<file path="src/oiu_pkg.sv">
// package: constants and types for the output image unpack and event clear block
package oiu_pkg;
  localparam int           DATA_MAX_BYTES    = 32;           // data area ceiling in bytes
  localparam logic [5:0]   DATA_LEN_RST      = 6'h20;        // default data area length
  localparam int           IMG_BYTES         = 36;           // data plus two optional fields
  localparam logic [1:0]   FMT_8             = 2'h0;
  localparam logic [1:0]   FMT_16            = 2'h1;
  localparam logic [1:0]   FMT_32            = 2'h2;
  localparam int           DO_IN_BIT         = 1;            // input line setting, byte/word formats
  localparam int           DO_CQ_BIT         = 3;            // combined line setting, byte/word formats
  localparam int           DO32_IN_BIT       = 17;           // input line setting, long word format
  localparam int           DO32_CQ_BIT       = 19;           // combined line setting, long word format
  localparam logic [15:0]  EVT_NONE          = 16'h0000;
  localparam int           EVT_WORD_BYTE     = 2;            // event code position in 8-bit input image
  localparam int           CLK_MHZ           = 100;
  localparam int           HOLD_UNIT_US      = 1000;         // hold times are set in milliseconds
  localparam int           CYC_PER_MS        = HOLD_UNIT_US * CLK_MHZ;
  localparam logic [15:0]  ACT_HOLD_MS_RST   = 16'h03E8;     // arbitrary plain default
  localparam logic [15:0]  CLR_HOLD_MS_RST   = 16'h03E8;     // arbitrary plain default
  typedef enum logic [2:0] {
    OIU_IDLE   = 3'b001,
    OIU_ACTIVE = 3'b010,
    OIU_CLRHLD = 3'b100
  } oiu_state_e;
endpackage : oiu_pkg

</file>
<file path="src/oiu_evt_if.sv">
// interface: event and clear request path between unpacker, clear engine and top
`timescale 1ns/100ps
`default_nettype none
interface oiu_evt_if;
  logic        img_stb;   // one output image with clear field taken this cycle
  logic [15:0] clr_code;  // code to clear carried in that image
  logic        evt_stb;   // new event code from the field device
  logic [15:0] evt_code;
  logic [15:0] shown;     // code presented in the input image
  modport unpack (output img_stb, output clr_code);
  modport engine (input img_stb, input clr_code, input evt_stb, input evt_code, output shown);
  modport top    (output evt_stb, output evt_code, input shown);
endinterface : oiu_evt_if
`default_nettype wire

</file>
<file path="src/oiu_unpack.sv">
// module: splits an output image into clear code, digital settings and device data
`timescale 1ns/100ps
`default_nettype none
module oiu_unpack (
  input  wire logic                                i_clk,
  input  wire logic                                i_nrst,
  input  wire logic                                i_img_vld,
  input  wire logic [oiu_pkg::IMG_BYTES*8-1:0]     i_img,
  input  wire logic [1:0]                          i_fmt,
  input  wire logic                                i_clr_fld_en,
  input  wire logic                                i_dig_fld_en,
  input  wire logic [5:0]                          i_data_len,
  oiu_evt_if.unpack                                evt,
  output logic                                     o_data_vld,
  output logic [oiu_pkg::DATA_MAX_BYTES*8-1:0]     o_data,
  output logic                                     o_second_digital_pin,
  output logic                                     o_fourth_digital_pin
);
  typedef struct packed {
    logic                                   vld;
    logic [oiu_pkg::DATA_MAX_BYTES*8-1:0]   data;
    logic                                   pin2;
    logic                                   pin4;
  } oiu_unp_s;
  oiu_unp_s st_r;
  oiu_unp_s st_nxt;
  logic [5:0]  skip;       // leading bytes before the data area
  logic [15:0] code;
  logic [31:0] word0;
  logic [5:0]  len;

  // leading field size depends on element width and options
  always_comb begin
    word0 = i_img[31:0];
    code  = i_clr_fld_en ? word0[15:0] : oiu_pkg::EVT_NONE;
    skip  = 6'h00;
    if (i_clr_fld_en) begin
      case (i_fmt)
        oiu_pkg::FMT_8:  skip = i_dig_fld_en ? 6'h04 : 6'h02;
        oiu_pkg::FMT_16: skip = i_dig_fld_en ? 6'h04 : 6'h02;
        default:         skip = 6'h04;
      endcase
    end
    len = (i_data_len > 6'h20) ? 6'h20 : i_data_len;
  end

  // register the split fields; padding byte and stray setting bits are ignored
  always_comb begin
    st_nxt     = st_r;
    st_nxt.vld = i_img_vld;
    if (i_img_vld) begin
      for (int b = 0; b < oiu_pkg::DATA_MAX_BYTES; b++) begin
        st_nxt.data[b*8 +: 8] = (6'(b) < len) ? i_img[(int'(skip) + b)*8 +: 8] : 8'h00;
      end
      if (i_clr_fld_en && i_dig_fld_en) begin
        if (i_fmt == oiu_pkg::FMT_32) begin
          st_nxt.pin2 = word0[oiu_pkg::DO32_IN_BIT];
          st_nxt.pin4 = word0[oiu_pkg::DO32_CQ_BIT];
        end else begin
          st_nxt.pin2 = word0[16 + oiu_pkg::DO_IN_BIT];
          st_nxt.pin4 = word0[16 + oiu_pkg::DO_CQ_BIT];
        end
      end
    end
  end

  always_ff @(posedge i_clk or negedge i_nrst) begin
    if (!i_nrst) begin
      st_r <= '0;
    end else begin
      st_r <= st_nxt;
    end
  end

  assign evt.img_stb          = i_img_vld & i_clr_fld_en;
  assign evt.clr_code         = code;
  assign o_data_vld           = st_r.vld;
  assign o_data               = st_r.data;
  assign o_second_digital_pin = st_r.pin2;
  assign o_fourth_digital_pin = st_r.pin4;
endmodule : oiu_unpack
`default_nettype wire

</file>
<file path="src/oiu_clear.sv">
// module: event code presentation with timed and image driven clearing
`timescale 1ns/100ps
`default_nettype none
module oiu_clear #(
  parameter int unsigned CYC_PER_MS = oiu_pkg::CYC_PER_MS
) (
  input  wire logic        i_clk,
  input  wire logic        i_nrst,
  input  wire logic        i_timed_en,
  input  wire logic        i_img_clr_en,
  input  wire logic [15:0] i_act_hold_ms,
  input  wire logic [15:0] i_clr_hold_ms,
  oiu_evt_if.engine        evt,
  output logic             o_cleared
);
  typedef struct packed {
    oiu_pkg::oiu_state_e state;
    logic [15:0]         shown;
    logic [15:0]         pend;
    logic [16:0]         pre;   // cycles within one millisecond
    logic [15:0]         ms;
    logic                clr;
  } oiu_clr_s;
  oiu_clr_s st_r;
  oiu_clr_s st_nxt;
  logic tick;
  logic new_evt;
  logic img_match;

  assign tick      = (st_r.pre == 17'(CYC_PER_MS - 1));
  assign new_evt   = evt.evt_stb && (evt.evt_code != oiu_pkg::EVT_NONE);
  // zero code never clears, and only an active equal code does
  assign img_match = i_img_clr_en && evt.img_stb && (evt.clr_code != oiu_pkg::EVT_NONE)
                     && (evt.clr_code == st_r.shown);

  always_comb begin
    st_nxt     = st_r;
    st_nxt.clr = 1'b0;
    st_nxt.pre = tick ? 17'h00000 : st_r.pre + 17'h00001;
    if (tick) begin
      st_nxt.ms = st_r.ms + 16'h0001;
    end
    case (st_r.state)
      oiu_pkg::OIU_IDLE: begin
        if (new_evt) begin
          st_nxt.state = oiu_pkg::OIU_ACTIVE;
          st_nxt.shown = evt.evt_code;
          st_nxt.pre   = 17'h00000;
          st_nxt.ms    = 16'h0000;
        end
      end
      oiu_pkg::OIU_ACTIVE: begin
        if (new_evt) begin
          st_nxt.shown = evt.evt_code; // newer device code replaces it, hold unchanged
        end
        // either method may fire first; both lead to the same clear hold
        if (img_match || (i_timed_en && st_r.ms >= i_act_hold_ms)) begin
          st_nxt.state = oiu_pkg::OIU_CLRHLD;
          st_nxt.shown = oiu_pkg::EVT_NONE;
          st_nxt.pend  = oiu_pkg::EVT_NONE;
          st_nxt.clr   = 1'b1;
          st_nxt.pre   = 17'h00000;
          st_nxt.ms    = 16'h0000;
        end
      end
      oiu_pkg::OIU_CLRHLD: begin
        if (new_evt) begin
          st_nxt.pend = evt.evt_code;
        end
        if (st_r.ms >= i_clr_hold_ms) begin
          st_nxt.pre   = 17'h00000;
          st_nxt.ms    = 16'h0000;
          if (new_evt || st_r.pend != oiu_pkg::EVT_NONE) begin
            st_nxt.state = oiu_pkg::OIU_ACTIVE;
            st_nxt.shown = new_evt ? evt.evt_code : st_r.pend;
            st_nxt.pend  = oiu_pkg::EVT_NONE;
          end else begin
            st_nxt.state = oiu_pkg::OIU_IDLE;
          end
        end
      end
      default: begin
        st_nxt.state = oiu_pkg::OIU_IDLE;
        st_nxt.shown = oiu_pkg::EVT_NONE;
      end
    endcase
  end

  always_ff @(posedge i_clk or negedge i_nrst) begin
    if (!i_nrst) begin
      st_r <= '{state: oiu_pkg::OIU_IDLE, default: '0};
    end else begin
      st_r <= st_nxt;
    end
  end

  assign evt.shown = st_r.shown;
  assign o_cleared = st_r.clr;
endmodule : oiu_clear
`default_nettype wire

</file>
<file path="src/oiu_top.sv">
// module: top of output image unpack and event clear with register port and interrupt
// Function
// - device data area is 0 to 32 bytes, default length 32.
// - optional clear field carries a 16-bit code to clear.
// - optional digital field drives the two digital output pins when the clear field is also present.
// - with no options, data element k sits at image element k.
// - 8-bit format: code bytes 0-1, settings byte 2, pad byte 3.
// - 16-bit format: code word 0, settings word 1 when present.
// - 32-bit format, clear only: code in low half, data from word 1.
// - 32-bit both options: settings at bits 17 and 19 of word 0.
// - field device event code shown in input image, zero means none.
// - timed clearing zeroes an active code after the active hold time.
// - after a timed clear the code stays zero for clear hold time.
// - image clearing zeroes the code when active and equal.
// - after an image clear the code stays zero for clear hold time.
// - both methods may be enabled together; first condition wins.
// - 8-bit input image puts the code at bytes 2 and 3, low first.
`timescale 1ns/100ps
`default_nettype none
module oiu_top #(
  parameter int unsigned CYC_PER_MS = oiu_pkg::CYC_PER_MS
) (
  input  wire logic                                 i_clk,
  input  wire logic                                 i_nrst,
  input  wire logic [3:0]                           i_addr,
  input  wire logic [31:0]                          i_wdata,
  input  wire logic                                 i_wr,
  input  wire logic                                 i_rd,
  output logic      [31:0]                          o_rdata,
  input  wire logic                                 i_img_vld,
  input  wire logic [oiu_pkg::IMG_BYTES*8-1:0]      i_img,
  input  wire logic                                 i_evt_vld,
  input  wire logic [15:0]                          i_evt_code,
  output logic                                      o_data_vld,
  output logic      [oiu_pkg::DATA_MAX_BYTES*8-1:0] o_data,
  output logic                                      o_second_digital_pin,
  output logic                                      o_fourth_digital_pin,
  output logic      [15:0]                          o_evt_code,
  output logic      [31:0]                          o_evt_word,
  output logic                                      o_irq
);
  localparam logic [3:0] A_CFG  = 4'h0; // format, options, data length
  localparam logic [3:0] A_HOLD = 4'h1; // active hold ms low, clear hold ms high
  localparam logic [3:0] A_EVT  = 4'h2; // event code presented
  localparam logic [3:0] A_STAT = 4'h3; // sticky events, cleared by read
  localparam logic [3:0] A_MASK = 4'h4;

  typedef struct packed {
    logic [1:0]  fmt;
    logic        clr_fld;
    logic        dig_fld;
    logic        timed_en;
    logic        img_clr_en;
    logic [5:0]  len;
    logic [15:0] act_ms;
    logic [15:0] clr_ms;
    logic [2:0]  stat;   // 0 new event, 1 cleared, 2 image taken
    logic [2:0]  mask;
    logic [31:0] rdata;
    logic [15:0] last_shown;
  } oiu_top_s;
  oiu_top_s st_r;
  oiu_top_s st_nxt;
  logic [2:0] ev;
  logic       cleared;

  oiu_evt_if evt ();

  assign evt.evt_stb  = i_evt_vld;
  assign evt.evt_code = i_evt_code;

  oiu_unpack u_unpack (
    .i_clk                (i_clk),
    .i_nrst               (i_nrst),
    .i_img_vld            (i_img_vld),
    .i_img                (i_img),
    .i_fmt                (st_r.fmt),
    .i_clr_fld_en         (st_r.clr_fld),
    .i_dig_fld_en         (st_r.dig_fld),
    .i_data_len           (st_r.len),
    .evt                  (evt.unpack),
    .o_data_vld           (o_data_vld),
    .o_data               (o_data),
    .o_second_digital_pin (o_second_digital_pin),
    .o_fourth_digital_pin (o_fourth_digital_pin)
  );

  oiu_clear #(.CYC_PER_MS(CYC_PER_MS)) u_clear (
    .i_clk         (i_clk),
    .i_nrst        (i_nrst),
    .i_timed_en    (st_r.timed_en),
    .i_img_clr_en  (st_r.img_clr_en),
    .i_act_hold_ms (st_r.act_ms),
    .i_clr_hold_ms (st_r.clr_ms),
    .evt           (evt.engine),
    .o_cleared     (cleared)
  );

  assign ev = {i_img_vld, cleared,
               (evt.shown != st_r.last_shown) && (evt.shown != oiu_pkg::EVT_NONE)};

  // register writes, reads and sticky status; a new event beats a read clear
  always_comb begin
    st_nxt            = st_r;
    st_nxt.rdata      = 32'h00000000;
    st_nxt.last_shown = evt.shown;
    if (i_wr) begin
      case (i_addr)
        A_CFG: begin
          st_nxt.fmt        = i_wdata[1:0];
          st_nxt.clr_fld    = i_wdata[4];
          st_nxt.dig_fld    = i_wdata[5];
          st_nxt.timed_en   = i_wdata[6];
          st_nxt.img_clr_en = i_wdata[7];
          st_nxt.len        = (i_wdata[13:8] > oiu_pkg::DATA_LEN_RST) ? oiu_pkg::DATA_LEN_RST
                                                                      : i_wdata[13:8];
        end
        A_HOLD: begin
          st_nxt.act_ms = i_wdata[15:0];
          st_nxt.clr_ms = i_wdata[31:16];
        end
        A_MASK:  st_nxt.mask = i_wdata[2:0];
        default: ;
      endcase
    end
    if (i_rd) begin
      case (i_addr)
        A_CFG:   st_nxt.rdata = {18'h00000, st_r.len, st_r.img_clr_en, st_r.timed_en,
                                 st_r.dig_fld, st_r.clr_fld, 2'h0, st_r.fmt};
        A_HOLD:  st_nxt.rdata = {st_r.clr_ms, st_r.act_ms};
        A_EVT:   st_nxt.rdata = {16'h0000, evt.shown};
        A_STAT: begin
          st_nxt.rdata = {29'h0000000, st_r.stat};
          st_nxt.stat  = 3'h0;
        end
        A_MASK:  st_nxt.rdata = {29'h0000000, st_r.mask};
        default: st_nxt.rdata = 32'h00000000;
      endcase
    end
    st_nxt.stat = st_nxt.stat | ev;
  end

  always_ff @(posedge i_clk or negedge i_nrst) begin
    if (!i_nrst) begin
      st_r <= '{len: oiu_pkg::DATA_LEN_RST, act_ms: oiu_pkg::ACT_HOLD_MS_RST,
                clr_ms: oiu_pkg::CLR_HOLD_MS_RST, default: '0};
    end else begin
      st_r <= st_nxt;
    end
  end

  // 8-bit input image view: code low byte at byte 2, high at byte 3
  assign o_evt_code = evt.shown;
  assign o_evt_word = {evt.shown[15:8], evt.shown[7:0], 16'h0000};
  assign o_rdata    = st_r.rdata;
  assign o_irq      = |(st_r.stat & st_r.mask);
endmodule : oiu_top
`default_nettype wire

</file>
<file path="config.mk">
export PLATFORM = sky130hd
export DESIGN_NAME = oiu_top
export DESIGN_NICKNAME = d
export VERILOG_FILES = /design/src/oiu_pkg.sv /design/src/oiu_evt_if.sv /design/src/oiu_unpack.sv /design/src/oiu_clear.sv /design/src/oiu_top.sv
export SDC_FILE = /design/constraint.sdc
export NUM_CORES = 1
export LEC_CHECK = 0
export BUFFER_PORTS_ARGS = -buffer_cell sky130_fd_sc_hd__buf_2
export CAP_MARGIN = 0
export CORE_MARGIN = 2
export CORE_UTILIZATION = 25
export CTS_CLUSTER_SIZE = 40
export DETAILED_ROUTE_END_ITERATION = 10
export PLACE_DENSITY = 0.44
export SLEW_MARGIN = 0
export SYNTH_ARGS = -nofsm -noshare
export SYNTH_HDL_FRONTEND = slang
export SYNTH_SLANG_ARGS = --single-unit
</file>
<file path="constraint.sdc">
create_clock -name i_clk -period 3.1 [get_ports i_clk]
set_input_delay 0.775 -clock i_clk [delete_from_list [all_inputs] [get_ports i_clk]]
set_output_delay 0.775 -clock i_clk [all_outputs]
set_load 0.05 [all_outputs]
</file>
==> impl_metrics.py <==
metrics = {
    "place": {
        "place_inst": 4672,
        "place_congestion": 0.9237,
        "post_dp_cell_area_um2": 28370,
        "numPortBuffers": 669,
        "hpwl_um": 88910,
        "preCtsSetupSlack_ns": -0.1628,
    },
    "sta": {
        "worst_hold_slack_ns": 0.1933,
        "max_slew_margin": 0.2177,
        "fin_ws_ns": 0.2391,
        "post-route-period-util": 0.9229,
        "fmax_ghz": 0.3495,
        "setup-violations-final": 0,
        "grt_setup_unrepaired": "false",
        "finalHoldViolations": 0,
        "finClkSkew_ns": 0.02524,
        "worst_slew_pin_slew_ns": 1.161,
        "period_needed_ns": 2.861,
        "slew_violations": 0,
    },
    "cells_and_area": {
        "n_fill_cell": 10340,
        "nets": 3857,
        "layout_common_cells": "buf_2, nand2_1, dfrtp_1, inv_1, o21ai_0",
        "final_common_cell": "buf_2",
        "finalNonFillerCells": 4780,
        "layout-drive-gt1-share": 0.2688,
        "area_growth_pct": 27.89,
        "design_area_um2": 30150,
    },
    "power_and_ir_drop": {
        "swShare": 0.4737,
        "ir_drop_uv": 472.7,
        "p_leak_nw": 14.63,
        "p_switching_mw": 12.09,
        "pwr-share-clk": 0.246,
        "p_per_area_nw_per_um2": 846.6,
        "intPower_mw": 13.44,
        "seq_power_share": 0.299,
        "total_power_mw": 25.53,
        "pwr-share-comb": 0.455,
    },
    "route": {
        "drt_iter0_markers": 2075,
        "vias": 23490,
        "viasPerCell": 4.914,
        "first_pass_iters": 6,
        "drtAntennaViolNets": 0,
        "wl_um": 114800,
        "routedWlPerCell_um": 24.01,
        "drc": 0,
    },
    "yosys": {
        "synth_cell_types": 70,
        "ys_ff_latch": 426,
        "synth-seq-area-share": 0.4529,
        "syn_area_um2": 23580,
        "ys_warn_count": 0,
        "ys.flop_type": "dfrtp_1",
        "netlist_instances": 2886,
        "synth_edf_count": 0,
        "synthArstFlopShare": 1.000,
        "syn_avg_cell_area_um2": 8.169,
    },
    "global_route": {
        "antenna_found_initial": 26,
        "grtUsageTotal": 0.2286,
        "grt_pass1_wl_um": 164200,
        "grt_max_degree": 242,
        "grt-ovfl-total": 0,
        "grt_pass1_vias": 22700,
    },
    "cts": {
        "h-tree-depth": 2,
        "cts-root-buf": "clkbuf_16",
        "numCtsBuffers": 54,
        "cts_sinks": 426,
        "cts_tree": "yes",
        "cts_buffer_depth": 3,
        "path_clk_slew_ns": 0.06,
        "clkLatencyLatePin_ns": 0.63,
    },
    "hold_path": {
        "hp-class": "in -> async",
    },
    "floorplan": {
        "die_x_um": 311.1,
        "dieArea_um2": 96780,
        "initial_core_util": 0.2526,
        "ios": 686,
        "die_y_um": 311.1,
        "row_count": 112,
        "core_area_um2": 93330,
    },
    "worst_setup_path": {
        "arrival_ns": 3.37,
        "critPathMaxFanout": 16,
        "critPathRequiredTime_ns": 3.61,
        "end_kind": "register",
        "critPathLaunchType": "register",
        "crit_type": "reg -> reg",
    },
    "flow_run": {
        "cap_violations": 0,
    },
    "run_status": {
        "status": "finished clean",
    },
}
-- timing repair --
item                       CTS  global route
setup endpoints to repair   16            32
setup buffers                0             3
hold buffers                 0             0
gates resized for setup      1             2
pin swaps                    0             1
-- final timing paths --
path / depth (start not counted) / end / slack [ns] / start
setup / recovery: 10 / u_clear.evt.shown[1] / 0.24 / st_r[63]
hold / removal: 1 / u_unpack.o_data[176] / 0.19 / i_nrst
max in group asynchronous: 3 / u_clear.st_r[46] / 2.08 / i_nrst
hold reg to reg: 1 / st_r[52] / 0.44 / u_clear.o_cleared
min in group i_clk: 2 / o_rdata[2] / 0.37 / i_addr[3]
setup reg to reg: 10 / u_clear.evt.shown[1] / 0.24 / st_r[63]
-- cells in the mapped netlist (44+ instances only) --
library cell / instances / area [µm²]
clkbuf_1: 149 / 559.3
o211ai_1: 49 / 367.9
inv_1: 311 / 1167
nand2_1: 583 / 2188
buf_4: 84 / 630.6
mux2_2: 44 / 495.5
o22ai_1: 228 / 1426
nand3_1: 272 / 1361
o21ai_0: 278 / 1391
dfrtp_1: 412 / 10310
nor2_1: 57 / 214.0
a21oi_1: 53 / 265.3
-- stage by stage --
step	setup TNS (ns)	utilization
global placement	-0.6562	0.3040
global route	0	0.3231
finish	0	0.3231
CTS	0	0.3224
detailed placement	-2.177	0.3040
floorplan	0	-
-- routing by layer --
metal / track usage / wire [µm]
met2: 0.3770 / 54650
met1: 0.3007 / 49390
met5: 0 / 115
met4: 0.06533 / 3109
met3: 0.04879 / 7499
-- power by group through the flow --
stage	Combinational [mW]	Clock (mW)	Sequential, mW
after floorplan	5.02	0	10.5
after global placement	11.6	0	7.70
after detailed placement	11.6	0	7.72
after CTS	11.7	6.46	7.63
after global routing	12.4	6.66	7.77
final	11.6	6.28	7.63
-- layout make-up --
type / instances / area [µm²] / share of cell area
sequential: 426 / 10680 / 0.3542
multi-input combinational: 1899 / 10490 / 0.3479
timing repair buffer: 785 / 4514 / 0.1497
clock buffer: 83 / 1580 / 0.05241
tap: 1254 / 1569 / 0.05204
inverter: 311 / 1167 / 0.03872
clock inverter: 15 / 132.6 / 0.004399
antenna: 7 / 17.52 / 0.0005809
-- worst max-delay path, cell delays in order, from the launching register on --
cell and delay, ns:
dfstp_2 0.53, inv_1 0.04, ha_1 0.29, nand4_1 0.14
a2111oi_1 0.46, a21oi_2 0.25, buf_4 0.23, o31ai_1 0.31
a2bb2oi_2 0.09, buf_4 0.19, o221ai_1 0.21
-- cell families (layout without fill, tap and decap cells) --
family,Yosys count,count (layout),share of synthesized area
AO/OA/AOI/OAI,713,713,0.1839
other,1,23,0.0001591
flip-flops,426,426,0.4529
buffers and inverters,576,1194,0.1059
AND/OR/NAND/NOR,1026,1026,0.1916
XOR/XNOR,50,50,0.01857
adder cells (fa/ha/maj),34,34,0.01804
multiplexers,60,60,0.02887
-- registers in the layout, indices dropped and copies added, names as in the netlist --
register and cells:
o_rdata 32, st_r 66, u_clear.evt.shown 16, u_clear.o_cleared 1
u_clear.st_r 52, u_unpack.o_data 256, u_unpack.o_data_vld 1, u_unpack.o_fourth_digital_pin 1
u_unpack.o_second_digital_pin 1
(Power assumes the default switching activity.)
